--- config.mk ---
export PLATFORM = sky130hd
export DESIGN_NAME = scc_config_regs
export DESIGN_NICKNAME = d
export VERILOG_FILES = /design/src/shared/scc_pkg.sv /design/src/shared/scc_nv_if.sv /design/src/hdl/scc_config_regs.sv /design/src/hdl/scc_nv_store.sv
export VERILOG_INCLUDE_DIRS = /design/src /design/src/shared
export SDC_FILE = /design/constraint.sdc
export NUM_CORES = 1
export LEC_CHECK = 0
export BUFFER_PORTS_ARGS = -buffer_cell sky130_fd_sc_hd__buf_4
export CORE_UTILIZATION = 40
export CTS_BUF_LIST = sky130_fd_sc_hd__clkbuf_8
export DETAILED_ROUTE_END_ITERATION = 8
export PLACE_DENSITY_LB_ADDON = 0.2
export SLEW_MARGIN = 20
export SYNTH_ARGS = -nofsm -noshare
export SYNTH_HDL_FRONTEND = slang
export SYNTH_SLANG_ARGS = --single-unit
--- constraint.sdc ---
create_clock -name clk -period 2.1 [get_ports clk]
set_input_delay 0.105 -clock clk [delete_from_list [all_inputs] [get_ports clk]]
set_output_delay 0.105 -clock clk [all_outputs]
set_load 0.05 [all_outputs]
--- src/shared/scc_consts.svh ---
// Register map, field positions, factory defaults and timing constants of the clock configuration block
`ifndef SCC_CONSTS_SVH
`define SCC_CONSTS_SVH

// Register byte addresses
`define SCC_A_PRESC_HI 8'h02
`define SCC_A_PRESC_LO 8'h03
`define SCC_A_STEP_HI 8'h08
`define SCC_A_STEP_LO 8'h09
`define SCC_A_ADDR 8'h0d
`define SCC_A_OFFSET 8'h0e
`define SCC_A_RANGE 8'h37
`define SCC_A_COMMIT 8'h3f

// Divider/dither word fields
`define SCC_F_RATE_HI 15
`define SCC_F_RATE_LO 14
`define SCC_F_DEPTH_HI 13
`define SCC_F_DEPTH_LO 11
`define SCC_F_IDLE 10
`define SCC_F_DIV_HI 9
`define SCC_F_DIV_LO 6
`define SCC_DIV_MAX 4'h8

// Address register fields
`define SCC_F_WC 3

// Fill bits of partly used bytes
`define SCC_OFFSET_FILL 3'h7
`define SCC_ADDR_FILL 4'hf

// Nonvolatile word slots
`define SCC_NV_WORDS 4
`define SCC_NV_PRESC 0
`define SCC_NV_STEP 1
`define SCC_NV_OFFSET 2
`define SCC_NV_ADDR 3

// Factory defaults
`define SCC_DEF_PRESC 16'h6000
`define SCC_DEF_STEP 16'h7d00
`define SCC_DEF_ADDR 16'h0000
`define SCC_DEF_RANGE 5'h12

// Dither rate as log2 of the oscillator divisor
`define SCC_RATE_8192 4'hd
`define SCC_RATE_4096 4'hc
`define SCC_RATE_2048 4'hb

// Step size in kHz
`define SCC_STEP_KHZ 4'h5

// Timing
`define SCC_CLK_MHZ 10
`define SCC_T_NV_WR_US 10000
`define SCC_NV_WR_CYCLES (`SCC_T_NV_WR_US * `SCC_CLK_MHZ)

`endif

--- src/shared/scc_pkg.sv ---
// Types shared by the clock configuration block
package scc_pkg;
  typedef enum logic [1:0] {
    SCC_ST_RECALL = 2'b01,
    SCC_ST_RUN = 2'b10
  } scc_state_e;

  typedef logic [15:0] scc_word_t;
endpackage
--- src/shared/scc_nv_if.sv ---
// Carrier between the register logic and its nonvolatile store
`timescale 1ns/1ns
interface scc_nv_if;
  logic wr_req;
  logic [3:0] wr_mask;
  scc_pkg::scc_word_t shadow [4];
  scc_pkg::scc_word_t image [4];
  logic busy;

  modport regs (output wr_req, output wr_mask, output shadow, input image, input busy);
  modport store (input wr_req, input wr_mask, input shadow, output image, output busy);
endinterface

--- src/hdl/scc_config_regs.sv ---
// Configuration registers, byte access port and nonvolatile control of the spread clock generator
`timescale 1ns/1ns
`include "scc_consts.svh"
// What this block does
// - Decode dither depth codes; others reserved.
// - Dither only while spread pin high.
// - Idle select 0 floats output when idle.
// - Idle select 1 holds output low.
// - Divide oscillator by two to exponent.
// - Exponent above eight acts as eight.
// - Each step code count adds 5kHz.
// - Step word moves as two bytes.
// - Step code sits left justified.
// - Range offset selects oscillator window.
// - Factory range copy is read only.
// - Autosave on: every write goes nonvolatile.
// - Autosave off: store only on commit, except the address register.
// - Reset reloads registers from nonvolatile image.
// - Address register always stored at once.
// - Address select gives slave address bits.
// - Commit copies all registers nonvolatile.
// - Divider/dither word moves as two bytes.
// - Dither rate selects 8192, 4096, 2048.
// - Refuse all transfers during nonvolatile write.
module scc_config_regs #(
  parameter int NV_WR_CYCLES = `SCC_NV_WR_CYCLES,
  parameter logic [4:0] FACTORY_RANGE = `SCC_DEF_RANGE
) (
  // Clock and reset
  input wire logic clk,
  input wire logic sys_rst,
  // Pins
  input wire logic spread_pin,
  input wire logic out_enable_pin,
  input wire logic osc_off_pin_n,
  // Byte port from the serial protocol engine
  input wire logic bus_ptr_stb,
  input wire logic [7:0] bus_ptr,
  input wire logic bus_wr_stb,
  input wire logic [7:0] bus_wr_byte,
  input wire logic bus_rd_stb,
  input wire logic bus_stop,
  output logic bus_done,
  output logic bus_ack,
  output logic [7:0] bus_rd_byte,
  output logic [2:0] bus_addr_sel,
  // Oscillator control
  output logic [4:0] dither_depth_half_pct,
  output logic [3:0] dither_rate_log2,
  output logic [3:0] divider_exponent,
  output logic [9:0] freq_step_code,
  output logic [13:0] freq_step_khz,
  output logic [4:0] osc_range_offset,
  output logic clk_out_oe,
  output logic clk_out_force_low
);
  scc_nv_if nv ();

  scc_nv_store #(
    .NV_WR_CYCLES(NV_WR_CYCLES),
    .FACTORY_RANGE(FACTORY_RANGE)
  ) u_store (
    .clk(clk),
    .sys_rst(sys_rst),
    .nv(nv)
  );

  scc_pkg::scc_state_e state, next_state;
  scc_pkg::scc_word_t presc_word, next_presc_word;
  scc_pkg::scc_word_t step_word, next_step_word;
  logic [4:0] offset, next_offset;
  logic autosave_disable, next_autosave_disable;
  logic [2:0] addr_sel, next_addr_sel;
  logic [7:0] ptr, next_ptr;
  logic [7:0] pend_hi, next_pend_hi;
  logic pend_vld, next_pend_vld;
  logic next_done;
  logic next_ack;
  logic [7:0] rd_byte, next_rd_byte;
  logic nv_req, next_nv_req;
  logic [3:0] nv_mask, next_nv_mask;
  logic busy_eff;
  logic any_stb;

  // Two-stage synchronisers for the pins
  logic [2:0] pin_s1, pin_s2;
  always_ff @(posedge clk) begin
    if (sys_rst) begin
      pin_s1 <= 3'h0;
      pin_s2 <= 3'h0;
    end else begin
      pin_s1 <= {osc_off_pin_n, out_enable_pin, spread_pin};
      pin_s2 <= pin_s1;
    end
  end
  logic spread_s, oe_s, run_s;
  assign spread_s = pin_s2[0];
  assign oe_s = pin_s2[1];
  assign run_s = pin_s2[2];

  // A request issued this cycle counts as busy before the store raises its flag
  assign busy_eff = nv.busy | nv_req;
  assign any_stb = bus_ptr_stb | bus_wr_stb | bus_rd_stb;

  function automatic logic [7:0] read_mux(input logic [7:0] a, input scc_pkg::scc_word_t pw,
                                          input scc_pkg::scc_word_t sw, input logic [4:0] ofs,
                                          input logic wc, input logic [2:0] ad);
    case (a)
      `SCC_A_PRESC_HI: read_mux = pw[15:8];
      `SCC_A_PRESC_LO: read_mux = {pw[7:6], 6'h00};
      `SCC_A_STEP_HI: read_mux = sw[15:8];
      `SCC_A_STEP_LO: read_mux = {sw[7:6], 6'h00};
      `SCC_A_OFFSET: read_mux = {`SCC_OFFSET_FILL, ofs};
      `SCC_A_ADDR: read_mux = {`SCC_ADDR_FILL, wc, ad};
      `SCC_A_RANGE: read_mux = {3'h0, FACTORY_RANGE};
      default: read_mux = 8'h00;
    endcase
  endfunction

  always_comb begin
    next_state = state;
    next_presc_word = presc_word;
    next_step_word = step_word;
    next_offset = offset;
    next_autosave_disable = autosave_disable;
    next_addr_sel = addr_sel;
    next_ptr = ptr;
    next_pend_hi = pend_hi;
    next_pend_vld = pend_vld;
    next_done = 1'b0;
    next_ack = 1'b0;
    next_rd_byte = rd_byte;
    next_nv_mask = 4'h0;
    case (state)
      scc_pkg::SCC_ST_RECALL: begin
        // Power cycle: live copies come back from the stored image
        next_presc_word = nv.image[`SCC_NV_PRESC] & 16'hffc0;
        next_step_word = nv.image[`SCC_NV_STEP] & 16'hffc0;
        next_offset = nv.image[`SCC_NV_OFFSET][4:0];
        next_autosave_disable = nv.image[`SCC_NV_ADDR][`SCC_F_WC];
        next_addr_sel = nv.image[`SCC_NV_ADDR][2:0];
        next_state = scc_pkg::SCC_ST_RUN;
      end
      scc_pkg::SCC_ST_RUN: begin
        if (bus_stop) begin
          next_pend_vld = 1'b0;
        end
        if (any_stb) begin
          next_done = 1'b1;
        end
        if (any_stb && busy_eff) begin
          next_ack = 1'b0;
        end else if (bus_ptr_stb) begin
          next_ptr = bus_ptr;
          next_pend_vld = 1'b0;
          next_ack = 1'b1;
          if (bus_ptr == `SCC_A_COMMIT) begin
            next_nv_mask = 4'hf;
          end
        end else if (bus_wr_stb) begin
          next_ptr = ptr + 8'h01;
          next_ack = 1'b1;
          next_pend_vld = 1'b0;
          case (ptr)
            `SCC_A_PRESC_HI, `SCC_A_STEP_HI: begin
              next_pend_hi = bus_wr_byte;
              next_pend_vld = 1'b1;
            end
            `SCC_A_PRESC_LO: begin
              if (pend_vld) begin
                next_presc_word = {pend_hi, bus_wr_byte[7:6], 6'h00};
                next_nv_mask[`SCC_NV_PRESC] = ~autosave_disable;
              end else begin
                next_ack = 1'b0;
              end
            end
            `SCC_A_STEP_LO: begin
              if (pend_vld) begin
                // Only the ten upper bits are kept
                next_step_word = {pend_hi, bus_wr_byte[7:6], 6'h00};
                next_nv_mask[`SCC_NV_STEP] = ~autosave_disable;
              end else begin
                next_ack = 1'b0;
              end
            end
            `SCC_A_OFFSET: begin
              next_offset = bus_wr_byte[4:0];
              next_nv_mask[`SCC_NV_OFFSET] = ~autosave_disable;
            end
            `SCC_A_ADDR: begin
              next_autosave_disable = bus_wr_byte[`SCC_F_WC];
              next_addr_sel = bus_wr_byte[2:0];
              next_nv_mask[`SCC_NV_ADDR] = 1'b1;
            end
            default: begin
              next_ack = 1'b0;
            end
          endcase
        end else if (bus_rd_stb) begin
          next_rd_byte = read_mux(ptr, presc_word, step_word, offset, autosave_disable, addr_sel);
          next_ptr = ptr + 8'h01;
          next_ack = 1'b1;
        end
      end
      default: begin
        next_state = scc_pkg::SCC_ST_RECALL;
      end
    endcase
    next_nv_req = |next_nv_mask;
  end

  always_ff @(posedge clk) begin
    if (sys_rst) begin
      state <= scc_pkg::SCC_ST_RECALL;
      presc_word <= `SCC_DEF_PRESC;
      step_word <= `SCC_DEF_STEP;
      offset <= `SCC_DEF_RANGE;
      autosave_disable <= 1'b0;
      addr_sel <= 3'h0;
      ptr <= 8'h00;
      pend_hi <= 8'h00;
      pend_vld <= 1'b0;
      rd_byte <= 8'h00;
      nv_req <= 1'b0;
      nv_mask <= 4'h0;
    end else begin
      state <= next_state;
      presc_word <= next_presc_word;
      step_word <= next_step_word;
      offset <= next_offset;
      autosave_disable <= next_autosave_disable;
      addr_sel <= next_addr_sel;
      ptr <= next_ptr;
      pend_hi <= next_pend_hi;
      pend_vld <= next_pend_vld;
      rd_byte <= next_rd_byte;
      nv_req <= next_nv_req;
      nv_mask <= next_nv_mask;
    end
  end

  assign nv.wr_req = nv_req;
  assign nv.wr_mask = nv_mask;
  assign nv.shadow[`SCC_NV_PRESC] = presc_word;
  assign nv.shadow[`SCC_NV_STEP] = step_word;
  assign nv.shadow[`SCC_NV_OFFSET] = {11'h000, offset};
  assign nv.shadow[`SCC_NV_ADDR] = {12'h000, autosave_disable, addr_sel};

  // Decoded oscillator controls, one cycle behind the accepted write
  logic [2:0] depth_code;
  logic [3:0] div_raw;
  logic idle_n;
  logic [4:0] next_depth;
  logic [3:0] next_rate;
  assign depth_code = presc_word[`SCC_F_DEPTH_HI:`SCC_F_DEPTH_LO];
  assign div_raw = presc_word[`SCC_F_DIV_HI:`SCC_F_DIV_LO];
  assign idle_n = run_s & oe_s;

  always_comb begin
    case (depth_code)
      3'h0: next_depth = 5'h01;
      3'h1: next_depth = 5'h02;
      3'h2: next_depth = 5'h04;
      3'h4: next_depth = 5'h08;
      3'h7: next_depth = 5'h10;
      default: next_depth = 5'h00;
    endcase
    if (!spread_s) begin
      next_depth = 5'h00;
    end
    // The unlisted rate code falls back to the default divisor
    case (presc_word[`SCC_F_RATE_HI:`SCC_F_RATE_LO])
      2'h0: next_rate = `SCC_RATE_8192;
      2'h2: next_rate = `SCC_RATE_2048;
      default: next_rate = `SCC_RATE_4096;
    endcase
  end

  always_ff @(posedge clk) begin
    if (sys_rst) begin
      bus_done <= 1'b0;
      bus_ack <= 1'b0;
      bus_rd_byte <= 8'h00;
      bus_addr_sel <= 3'h0;
      dither_depth_half_pct <= 5'h00;
      dither_rate_log2 <= `SCC_RATE_4096;
      divider_exponent <= 4'h0;
      freq_step_code <= 10'h000;
      freq_step_khz <= 14'h0000;
      osc_range_offset <= 5'h00;
      clk_out_oe <= 1'b0;
      clk_out_force_low <= 1'b0;
    end else begin
      bus_done <= next_done;
      bus_ack <= next_ack;
      bus_rd_byte <= next_rd_byte;
      bus_addr_sel <= addr_sel;
      dither_depth_half_pct <= next_depth;
      dither_rate_log2 <= next_rate;
      divider_exponent <= (div_raw > `SCC_DIV_MAX) ? `SCC_DIV_MAX : div_raw;
      freq_step_code <= step_word[15:6];
      freq_step_khz <= 14'(step_word[15:6] * `SCC_STEP_KHZ);
      osc_range_offset <= offset;
      clk_out_oe <= idle_n | presc_word[`SCC_F_IDLE];
      clk_out_force_low <= ~idle_n & presc_word[`SCC_F_IDLE];
    end
  end
endmodule

--- src/hdl/scc_nv_store.sv ---
// Nonvolatile image of the configuration words with write cycle timing
`timescale 1ns/1ns
`include "scc_consts.svh"
module scc_nv_store #(
  parameter int NV_WR_CYCLES = `SCC_NV_WR_CYCLES,
  parameter logic [4:0] FACTORY_RANGE = `SCC_DEF_RANGE
) (
  // Clock and reset
  input wire logic clk,
  input wire logic sys_rst,
  // Register side
  scc_nv_if.store nv
);
  // Contents survive sys_rst on purpose: reset models a power cycle
  // Power-on image is the factory state, in slot order, so no second process writes the array
  scc_pkg::scc_word_t mem [`SCC_NV_WORDS] = '{`SCC_DEF_PRESC, `SCC_DEF_STEP, {11'h000, FACTORY_RANGE}, `SCC_DEF_ADDR};
  logic [23:0] busy_cnt;
  logic [23:0] next_busy_cnt;
  logic busy;
  logic next_busy;

  always_comb begin
    next_busy = busy;
    next_busy_cnt = busy_cnt;
    if (busy) begin
      if (busy_cnt <= 24'h000001) begin
        next_busy = 1'b0;
        next_busy_cnt = 24'h000000;
      end else begin
        next_busy_cnt = busy_cnt - 24'h000001;
      end
    end else if (nv.wr_req) begin
      next_busy = 1'b1;
      next_busy_cnt = NV_WR_CYCLES[23:0];
    end
  end

  always_ff @(posedge clk) begin
    if (sys_rst) begin
      busy <= 1'b0;
      busy_cnt <= 24'h000000;
    end else begin
      busy <= next_busy;
      busy_cnt <= next_busy_cnt;
    end
  end

  // Requests are only issued while idle, so the snapshot is taken at once
  genvar gi;
  generate
    for (gi = 0; gi < `SCC_NV_WORDS; gi++) begin : g_word
      always_ff @(posedge clk) begin
        if (!sys_rst && !busy && nv.wr_req && nv.wr_mask[gi]) begin
          mem[gi] <= nv.shadow[gi];
        end
      end
      assign nv.image[gi] = mem[gi];
    end
  endgenerate

  assign nv.busy = busy;
endmodule

# Word level (Yosys, flattened, before mapping)
# Memory sizes are Yosys's and may differ from the RTL's.
# Index checks and enable logic that the tools add are counted.
# word_totals
word_cells,169
ram_bits,64
reg_bits,153
output_inout_bits,57
memories,1
inputBits,25
# classes
mux,69
n_lt_le_gt_ge,2
n_mul,1
n_reduce_logical,29
n_eq_ne,23
add_sub_neg,2
bitwise,13
# memory_table
name,words,width,read_ports,rd_ports_with_merged_regs,wr,line,text
u_store.mem,4,16,4,0,4,scc_nv_store.sv:16,"scc_pkg::scc_word_t mem [`SCC_NV_WORDS] = '{`SCC_DEF_PRESC, `SCC_DEF_STEP, {11'h000, FACTORY_RANGE}, `SCC_DEF_ ..."
# ops
operator,n
$mux W16,9
$mux W24,3
$pmux W16 S2,2
$pmux W8 S7,1
$eq A8 B4 Y1 const B,4
$mux W1,30
$pmux W5 S5,1
$le A24 B1 Y1 const B,1
$mux W4,6
$mux W8,3
$sub A24 B1 Y24 const B,1
$mux W5,4
$reduce_and A5 Y1,4
$eq A8 B2 Y1 const B,2
$eq A8 B6 Y1 const B,2
$ne A2 B2 Y1 const B,8
$mul A10 B3 Y13 const B,1
$mux W3,4
$pmux W3 S2,2
$reduce_and A6 Y1,2
$pmux W5 S2,1
$reduce_or A2 Y1,5
$add A8 B1 Y8 const B,1
$reduce_or A4 Y1,2
other kinds (19),40

# Longest topological paths before layout
# Gate-level depths: netlist (run 1).
# depth
ltp_word,8
depth_mapped,8
depth_no_buf,8

# Hierarchy
# A second synthesis (run 1) with hierarchy kept.
# hier_totals
hier_cells,774
hier_area_um2,8207.9
# modules_own_cells
module,area_per_inst_um2,seq_area_each_um2,n_inst,cells_per_inst
scc_config_regs,4882.2,2242.2,1,536
scc_nv_store,3325.7,2422.3,1,238

# Least setup slack after synthesis (run 1)
# OpenSTA, ideal clock, no wires.
# synth_path
path_kind,reg-to-reg
from,register step_word[9]
to,register freq_step_khz[11]
required_ns,1.979
setup_slack_ns,-0.220
stages_incl_launch_ff,9
t_arrival_ns,2.200
path_buffers,0
path_cell_list,dfxtp_1 ha_1 ha_1 fa_1 a21oi_1 o21ai_0 a2111oi_0 nor3_1 mux2_2
# synth_between
elab_chain_len,1
# synth_lines
element,line,text
from (decl),scc_config_regs.sv:70,"scc_pkg::scc_word_t step_word, next_step_word;"
from (signal assigned),scc_config_regs.sv:216,step_word <= `SCC_DEF_STEP;
from (signal assigned),scc_config_regs.sv:229,step_word <= next_step_word;
$mul A10 B3 Y13 (no source line),--,
to (signal assigned),scc_config_regs.sv:302,freq_step_khz <= 14'(step_word[15:6] * `SCC_STEP_KHZ);
to (decl),scc_config_regs.sv:52,"output logic [13:0] freq_step_khz,"
# Every way passes these cells.
# A chain may end at the register's enable or synchronous reset.

# Worst setup path after layout (run 1)
# Same ends and word-level chain as after synthesis.

==> results of run 1 <==
[cells by family (layout without fill, tap and decap cells)]
kind of cell | after synthesis | after routing | share of synthesized area
and+or+nand+nor | 311 | 311 | 0.220
AOI/OAI and AO/OA | 182 | 182 | 0.171
DFF | 166 | 166 | 0.505
buffers and inverters | 59 | 201 | 0.0346
adders and majority gates | 23 | 23 | 0.0413
muxes | 13 | 13 | 0.0184
xor gates and xnor gates | 7 | 7 | 0.00857
other | 2 | 2 | 0.00105
[routing by layer]
layer  track usage  part of all wire  wire [um]  up-vias
li1              -                 -          -     3000
met1         0.257              0.45       8060     2928
met2         0.348              0.50       9030      156
met3        0.0453             0.047        850       15
met4        0.0618            0.0086        155        0
met5             0                 0          0        -
[registers in the layout, summed over array words and instances (netlist names), 5 cells and up]
register and flops:
freq_step_code 10, u_store.busy_cnt 24, freq_step_khz 11, presc_word 10, u_store.mem 29, ptr 8, osc_range_offset 5, bus_rd_byte 8
offset 5, step_word 10, pend_hi 8, dither_depth_half_pct 5
[where the power goes]
group          internal [W]  switching, W  leakage (nW)
clock              0.000853       0.00121         0.170
sequential          0.00353      0.000236          1.38
combinational       0.00120       0.00175          2.16
[timing repair]
action,in CTS,in global routing
resized for setup,5,16
hold endpoints to repair,29,0
hold buffers,19,0
pin swaps,3,4
endpoints found under the setup margin,9,39
buffers inserted,0,3
[critical path: stages (launching register included)]
cell and delay, ns:
dfxtp_4 0.37, ha_4 0.25, ha_4 0.16, fa_2 0.37, a21oi_4 0.20, o21ai_4 0.09, a2111oi_4 0.32, nor3_2 0.07
mux2_2 0.27
[cells in the mapped netlist, drive strengths merged (6+ instances only)]
master,number,share of area
a22o,7,0.0086
buf,14,0.011
a31oi,21,0.018
inv,13,0.0068
a21o,9,0.0096
a311oi,20,0.024
nor3b,6,0.0063
nor2b,33,0.029
a211oi,8,0.0084
mux2i,12,0.017
o31ai,6,0.0070
clkbuf,31,0.016
nand4,8,0.0070
and2,14,0.012
o21ai,36,0.026
o21bai,12,0.013
or4,6,0.0073
nor2,76,0.041
edfxtp,29,0.12
nand2,90,0.047
dfxtp,137,0.38
nand2b,8,0.0070
ha,22,0.038
nor3,16,0.012
a21oi,40,0.029
nand3,18,0.013
nor4,8,0.010
and3,16,0.014
[cell type report]
| type | count | area share |
|---|---|---|
| Tap cell | 225 | 0.0315 |
| Timing Repair Buffer | 155 | 0.136 |
| Sequential cell | 166 | 0.405 |
| Clock buffer | 18 | 0.0277 |
| Clock inverter | 14 | 0.0112 |
| Multi-Input combinational cell | 538 | 0.383 |
| Inverter | 14 | 0.00588 |
[final timing paths]
kind,endpoint,slack (ns),depth (start not counted)
max reg2reg,freq_step_khz[11]$_SDFF_PP0_,-0.09,8
min,ptr[2]$_SDFFE_PP0P_,0.03,5
min reg2reg,clk_out_force_low$_SDFF_PP0_,0.45,1
max,freq_step_khz[11]$_SDFF_PP0_,-0.09,8
[per-stage QoR]
step	hold slack [ns]	setup slack [ns]
after floorplan	0.233	-0.0832
after global placement	0.320	-0.180
after detailed placement	0.334	-0.198
after CTS	0.00138	-0.0817
after global routing	0.0358	-0.168
final	0.0308	-0.0863
==> run summary, run 1 <==
Post-synth EDFFs = 29
Initial DRC count = 351
Slew headroom = 0.566
Syn Area/Cell = 9.37 um2
Clock slew at reported path FFs = 0.09 ns
Placed cell count = 1,076
FFs w/ async S/R, synth = 0
CP Capture Type = flop
Final Cycle Share = 1.04
Chip height = 136 um
Top_reg_cell synth = dfxtp_1
Routability cong. = 0.884
Fin area = 8930 um2
Unique cell type count in the Yosys netlist = 73
Synthesized area = 7150 um2
Hold Path Class = primary input to flop
Non-Filler Instances = 1,130
Worst skew pair latency = 0.46 ns
Commonest cells after routing, fill and taps aside = buf_4 (136), dfxtp_1 (134), nand2_1 (90)
Die width = 136 um
FF+latch count, synth = 166
Reg area = 3620 um2
Num CTS Buffers = 17
RSZ-0062 raised after global routing = yes
Final core occ = 0.514
Worst Path Max Fanout = 3
CORE AREA = 17,400 um2
CTS Buffer Depth = 2
Initial Util = 0.412
DRC viols = 0
Drt total wl = 18.1 mm
Via count = 6,099
Overflow after GRT = 0
Total power draw = 0.00878 W
CP startpoint = step_word[9]$_SDFFE_PP0P_
Layout cells sized above 1 = 0.221
Setup TNS = -0.126 ns
Reg-to-Reg Start = step_word[9]$_SDFFE_PP0P_
Power Density = 983 nW/um2
First-pass GRT wire length = 29.2 mm
Final Hold Viols = 0
Die area = 18,400 um2
CTS tree = done
Worst Path Required = 2.45 ns
Worst-Margin Slew = 0.645 ns
Setup ws final = -0.0863 ns
Area Overhead vs Synth = 24.9%
Vias in the first global route = 5,931
Max_cap viols = 0
Slew Viols, Final = 0
Fillcell total = 1,565
Htree depth = 4
Leakage = 3.72 nW
Status = finished, violations left
F_max = 457 MHz
PortBufs = 79
Clock Skew = 0.0119 ns
Worst EP arrival = 2.54 ns
Post-synthesis sequential area ratio = 0.505
Vias per inst = 5.40
Overall Global Routing Usage = 0.205
Final HPWL DP = 13.0 mm
Startpoint Class = flop
Largest net degree at the start of global routing = 49
Violated checks = setup timing
Mapped Nets = 811
Area after DPL = 8270 um2
DRT antenna net count = 0
Crit path kind = flop to flop
Ant diodes = 0
Synth warnings = 0
Mapped Cells = 763
Area of the multi-input gates = 3420 um2
Rows = 48
WL/cell = 16.0 um
Nets = 940
# setup viols final = 2
Commonest non-fill, non-tap cell in the layout = buf_4
Detailed Routing Iterations Pass 1 = 7
Worst Hold Launch = bus_ptr[2]
Peak VDD IR = 0.496 mV
Num ports = 82
CTS root buf = clkbuf_8
Initial antenna violation count = 0
Final min period = 2.19 ns
Clock Sinks = 166
No activity file was read; power rests on OpenSTA's default activity.
==> inputs of run 2 (changes only) <==
Settings changed: CORE_MARGIN set to 8, SKIP_CTS_REPAIR_TIMING set to 1.
==> run 2 against run 1 <==
The run ends with hold timing, setup timing left; via count is 1.5% higher; first-iteration DRC count is 7.4% higher; combinational power is 3% higher; total power is 4.6% higher; flip-flop and latch count stayed put; die area is 22% higher; critical path type unchanged; largest power group unchanged.
==> run summary, run 2 (same netlist as run 1, synthesis figures left out) <==
Register with the most flip-flops = u_store.mem
Slew Viols, Final = 0 (unchanged)
Rows = 49 (+2.1%)
Num ports = 82 (unchanged)
Final Hold Viols = 1 (+1)
Total power draw = 0.00918 W (+4.6%)
Fin area = 9050 um2 (+1.4%)
Nets = 941 (+0.11%)
Area after DPL = 8340 um2 (+0.85%)
F_max = 461 MHz (+0.85%)
Num CTS Buffers = 17 (unchanged)
Layout cells sized above 1 = 0.238 (+0.0174)
Violated checks = hold timing, setup timing
Initial DRC count = 377 (+7.4%)
Ant diodes = 0 (unchanged)
# setup viols final = 1 (-1)
Final HPWL DP = 13.9 mm (+6.6%)
Worst Path Max Fanout = 3 (unchanged)
First-pass GRT wire length = 30.2 mm (+3.3%)
Die area = 22,400 um2 (+22%)
Final min period = 2.17 ns (-0.0185 ns)
Initial antenna violation count = 0 (unchanged)
CTS tree = done
Worst-Margin Slew = 0.563 ns (-0.0825 ns)
Slew headroom = 0.625 (+0.0588)
Leakage = 3.76 nW (+1.2%)
Clock Skew = 0.0163 ns (+0.00440 ns)
CTS root buf = clkbuf_8
Worst skew pair latency = 0.46 ns (about the same)
Area Overhead vs Synth = 26.6%
RSZ-0062 raised after global routing = yes
Max FFs per register = 29 (unchanged)
R2r worst-path depth = 8 (unchanged)
Clock Sinks = 166 (unchanged)
Vias in the first global route = 6,092 (+2.7%)
CTS Buffer Depth = 2 (unchanged)
Power Density = 1010 nW/um2 (+3.2%)
Htree depth = 4 (unchanged)
DRC viols = 0 (unchanged)
Top flop regs = u_store.mem: 29 flops, u_store.busy_cnt: 24 flops, freq_step_khz: 11 flops
Vias per inst = 5.46 (+1.1%)
Worst Hold Path Cells = 4 (-1)
Drt total wl = 19.0 mm (+4.9%)
Status = finished, violations left
PortBufs = 79 (unchanged)
CORE AREA = 17,800 um2 (+2.4%)
Chip height = 150 um (+10%)
Flop2flop setup slack = -0.07 ns (+0.02 ns)
Crit path kind = flop to flop
Commonest non-fill, non-tap cell in the layout = buf_4
Overflow after GRT = 0 (unchanged)
Hold Path Class = primary input to flop
Detailed Routing Iterations Pass 1 = 5 (-2)
DRT antenna net count = 0 (unchanged)
WL/cell = 16.7 um (+4.5%)
Final Cycle Share = 1.03 (-0.00880)
Clock slew at reported path FFs = 0.09 ns (about the same)
Overall Global Routing Usage = 0.168 (-0.0368)
Initial Util = 0.402 (-0.00980)
Commonest cells after routing, fill and taps aside = buf_4 (141), dfxtp_1 (132), nand2_1 (90)
Worst Path Required = 2.45 ns (about the same)
Via count = 6,193 (+1.5%)
Die width = 150 um (+10%)
Largest net degree at the start of global routing = 48 (-2.0%)
Setup ws final = -0.0679 ns (+0.0185 ns)
Routability cong. = 0.872 (-1.3%)
Worst EP arrival = 2.52 ns (-0.02 ns)
Max_cap viols = 0 (unchanged)
Hold Slack = -0.0284 ns (-0.0592 ns)
Startpoint Class = flop
CP Capture Type = flop
Peak VDD IR = 0.832 mV (+68%)
-- run 2: cell types whose count changed in the layout (fill, tap and decap cells not counted), sizes merged --
| cell | before | now |
|---|---|---|
| clkinvlp | 5 | 2 |
| a21oi | 40 | 41 |
| dlygate4sd3 | 19 | 13 |
| bufinv | 0 | 2 |
| buf | 136 | 142 |
| inv | 19 | 20 |
-- run 2: final cells by class --
cell class | instances | area (um2)
Clock buffer | 18 | 248
Clock inverter | 14 | 165
Fill cell | 1649 | 8730
Inverter | 14 | 52.6
Multi-Input combinational cell | 539 | 3470
Sequential cell | 166 | 3620
Tap cell | 229 | 287
Timing Repair Buffer | 155 | 1210
-- run 2: power by group --
part	switching (W)	internal, W	leakage [nW]
logic	0.00179	0.00124	2.17
clock network	0.00127	0.00112	0.207
registers	0.000222	0.00353	1.38
total	0.00328	0.00589	3.76
-- run 2: critical path, cell delays in order, from the launching register on --
cell	delay, ns
dfxtp_4	0.37
ha_4	0.24
ha_4	0.16
fa_2	0.37
a21oi_4	0.17
o21ai_2	0.10
a2111oi_4	0.32
nor3_2	0.07
mux2_2	0.27
-- run 2: through the flow --
| step | cells | setup TNS [ns] | hold slack, ns | setup WS, ns | utilization |
|---|---|---|---|---|---|
| 2_1_floorplan | 763 | -0.0832 | 0.233 | -0.0832 | - |
| 3_5_place_dp | 1087 | -0.475 | 0.328 | -0.269 | 0.469 |
| 3_3_place_gp | 1087 | -0.205 | 0.328 | -0.181 | 0.469 |
| 6_report | 1135 | -0.0679 | -0.0284 | -0.0679 | 0.509 |
| 4_1_cts | 1119 | -0.529 | -0.170 | -0.293 | 0.492 |
| 5_1_grt | 1135 | -0.140 | 0.00170 | -0.122 | 0.509 |
-- run 2: final timing paths --
check | from | endpoint
worst min-delay path | bus_stop | pend_vld$_SDFFE_PP0P_
worst min register to register | pin_s1[1]$_SDFF_PP0_ | pin_s2[1]$_SDFF_PP0_
worst max-delay path | step_word[9]$_SDFFE_PP0P_ | freq_step_khz[11]$_SDFF_PP0_
worst max register to register | step_word[9]$_SDFFE_PP0P_ | freq_step_khz[11]$_SDFF_PP0_
-- run 2: routing by layer --
| metal | routed length (um) | vias to the layer above | share of wire | track usage |
|---|---|---|---|---|
| met5 | 0 | - | 0 | 0 |
| met4 | 246 | 0 | 0.013 | 0.0495 |
| met3 | 1100 | 21 | 0.058 | 0.0438 |
| met2 | 9130 | 182 | 0.48 | 0.277 |
| met1 | 8520 | 2987 | 0.45 | 0.212 |
| li1 | - | 3003 | - | - |
==> inputs of run 3 (changes only) <==
Settings changed: HOLD_SLACK_MARGIN set to 0.02, SKIP_CTS_REPAIR_TIMING 1 to not set.
==> run 3 against run 2 <==
The flow finishes with violations (setup timing); utilization up 0.40 points; register-to-register slack about the same; global-route usage rose by 0.19 points; highest routed layer unchanged.
==> run summary, run 3 (same netlist as run 1, synthesis figures left out) <==
Status = finished, violations left
Violated checks = setup timing
Crit path kind = flop to flop
Nets = 948 (+0.74%)
Non-Filler Instances = 1,142 (+0.62%)
Reg-to-Reg Start = step_word[7]$_SDFFE_PP0P_
Area of the multi-input gates = 3470 um2 (+0.11%)
PortBufs = 79 (unchanged)
RSZ-0062 raised after global routing = yes
Initial DRC count = 384 (+1.9%)
Max FFs per register = 29 (unchanged)
Num ports = 82 (unchanged)
Vias in the first global route = 6,194 (+1.7%)
Detailed Routing Iterations Pass 1 = 5 (unchanged)
Num CTS Buffers = 17 (unchanged)
Final Hold Viols = 0 (-1)
Leakage = 3.78 nW (+0.60%)
# setup viols final = 1 (unchanged)
Final Cycle Share = 1.04 (+0.00426)
Flop2flop setup slack = -0.08 ns (about the same)
Slew Viols, Final = 0 (unchanged)
Initial antenna violation count = 0 (unchanged)
Placed cell count = 1,087 (unchanged)
Largest net degree at the start of global routing = 48 (unchanged)
Final HPWL DP = 13.9 mm (unchanged)
Register with the most flip-flops = u_store.mem
Slew headroom = 0.600 (-0.0248)
CTS Buffer Depth = 2 (unchanged)
Rows = 49 (unchanged)
Worst skew pair latency = 0.46 ns (about the same)
Final min period = 2.18 ns (+0.00894 ns)
Reg area = 3620 um2 (unchanged)
CP top delay family = adder cells
Worst Path Max Fanout = 2 (-1)
First-pass GRT wire length = 30.6 mm (+1.3%)
Routability cong. = 0.872 (unchanged)
Worst Hold Launch = bus_ptr[6]
CP Buf/Inv Count = 0 (unchanged)
Clock slew at reported path FFs = 0.09 ns (about the same)
Die area = 22,400 um2 (unchanged)
Fillcell total = 1,631 (-1.1%)
Top layer in use = met4
Worst EP arrival = 2.53 ns (about the same)
Drt total wl = 19.0 mm (+0.24%)
DRT antenna net count = 0 (unchanged)
CTS root buf = clkbuf_8
Met2 WL = 9.11 mm (-0.20%)
CP startpoint = step_word[7]$_SDFFE_PP0P_
CORE AREA = 17,800 um2 (unchanged)
Htree depth = 4 (unchanged)
Overflow after GRT = 0 (unchanged)
Place WS = -0.269 ns (unchanged)
CP Capture Type = flop
Worst Path Required = 2.45 ns (about the same)
Overall Global Routing Usage = 0.170 (+0.00186)
CTS tree = done
Most frequent CP cell = ha_4
Top flop regs = u_store.mem: 29 flops, u_store.busy_cnt: 24 flops, freq_step_khz: 11 flops
Slowest cell on the critical path = fa_2
Commonest cells after routing, fill and taps aside = buf_4 (142), dfxtp_1 (132), nand2_1 (90)
DRC viols = 0 (unchanged)
Worst-Margin Slew = 0.595 ns (+0.0318 ns)
Setup ws final = -0.0768 ns (-0.00894 ns)
Worst path max stage delay = 0.37 ns (about the same)
Critical path cell sequence = ha_4, ha_4, fa_2, a21oi_4, o21ai_2, a2111oi_4, nor3_2, mux2_2
Power Density = 1010 nW/um2 (-0.44%)
Ant diodes = 0 (unchanged)
Die width = 150 um (unchanged)
Total power draw = 0.00921 W (+0.35%)
Chip height = 150 um (unchanged)
WL/cell = 16.7 um (-0.37%)
Commonest non-fill, non-tap cell in the layout = buf_4
WL met1 = 8.66 mm (+1.6%)
Max_cap viols = 0 (unchanged)
DR WL met3 = 1.01 mm (-7.9%)
Clock Skew = 0.0141 ns (-0.00217 ns)
Via count = 6,205 (+0.19%)
Clock Sinks = 166 (unchanged)
Initial Util = 0.402 (unchanged)
Hold Path Class = primary input to flop
Layout cells sized above 1 = 0.237 (-0.00183)
Vias per inst = 5.43 (-0.42%)
Startpoint Class = flop
Area Overhead vs Synth = 27.6%
Peak VDD IR = 0.863 mV (+3.7%)
F_max = 459 MHz (-0.41%)
[run 3: changes by cell type in the layout (fill, tap and decap cells not counted), sizes merged]
cell         change
buf              +1
dlygate4sd3      +6
[run 3: cell type report]
class / count / area share
flip-flops and latches: 166 / 0.397
multi-input cells: 539 / 0.381
repair buffers: 162 / 0.140
well taps: 229 / 0.0314
clock buffers: 18 / 0.0272
clock inverters: 14 / 0.0181
inverters: 14 / 0.00576
[run 3: power by group]
part	internal (W)	leakage [nW]	total (W)	switching, W
Clock	0.00112	0.207	0.00240	0.00127
Combinational	0.00125	2.19	0.00306	0.00181
Sequential	0.00353	1.38	0.00375	0.000224
[run 3: final timing paths]
kind,end,cells after the start
max,freq_step_khz[11]$_SDFF_PP0_,8
min reg2reg,pin_s2[1]$_SDFF_PP0_,1
min,ptr[6]$_SDFFE_PP0P_,3
max reg2reg,freq_step_khz[11]$_SDFF_PP0_,8
[run 3: metal layers]
layer	up-vias	global-route usage
met1	3005	0.214
met3	27	0.0435
met4	0	0.0495
met2	159	0.282
li1	3014	-
met5	-	0
[run 3: tightest hold or removal path: stages]
cell and delay (ns):
buf_4 0.11, o21ai_0 0.16, a211oi_1 0.07
[run 3: timing repair]
action,4_1_cts,5_1_grt
pin swaps,7,4
hold buffers,19,0
hold endpoints to repair,29,0
cloned,0,1
setup buffers,1,2
gates resized for setup,12,17
setup endpoints to repair,8,29
[run 3: stage by stage]
step	cell area [um2]	hold slack, ns	setup TNS (ns)	utilization
2_1_floorplan	7190	0.233	-0.0832	-
3_3_place_gp	8340	0.328	-0.205	0.469
3_5_place_dp	8340	0.328	-0.475	0.469
4_1_cts	9010	0.0221	-0.0597	0.507
5_1_grt	9120	0.0335	-0.191	0.513
6_report	9120	0.0407	-0.0768	0.513
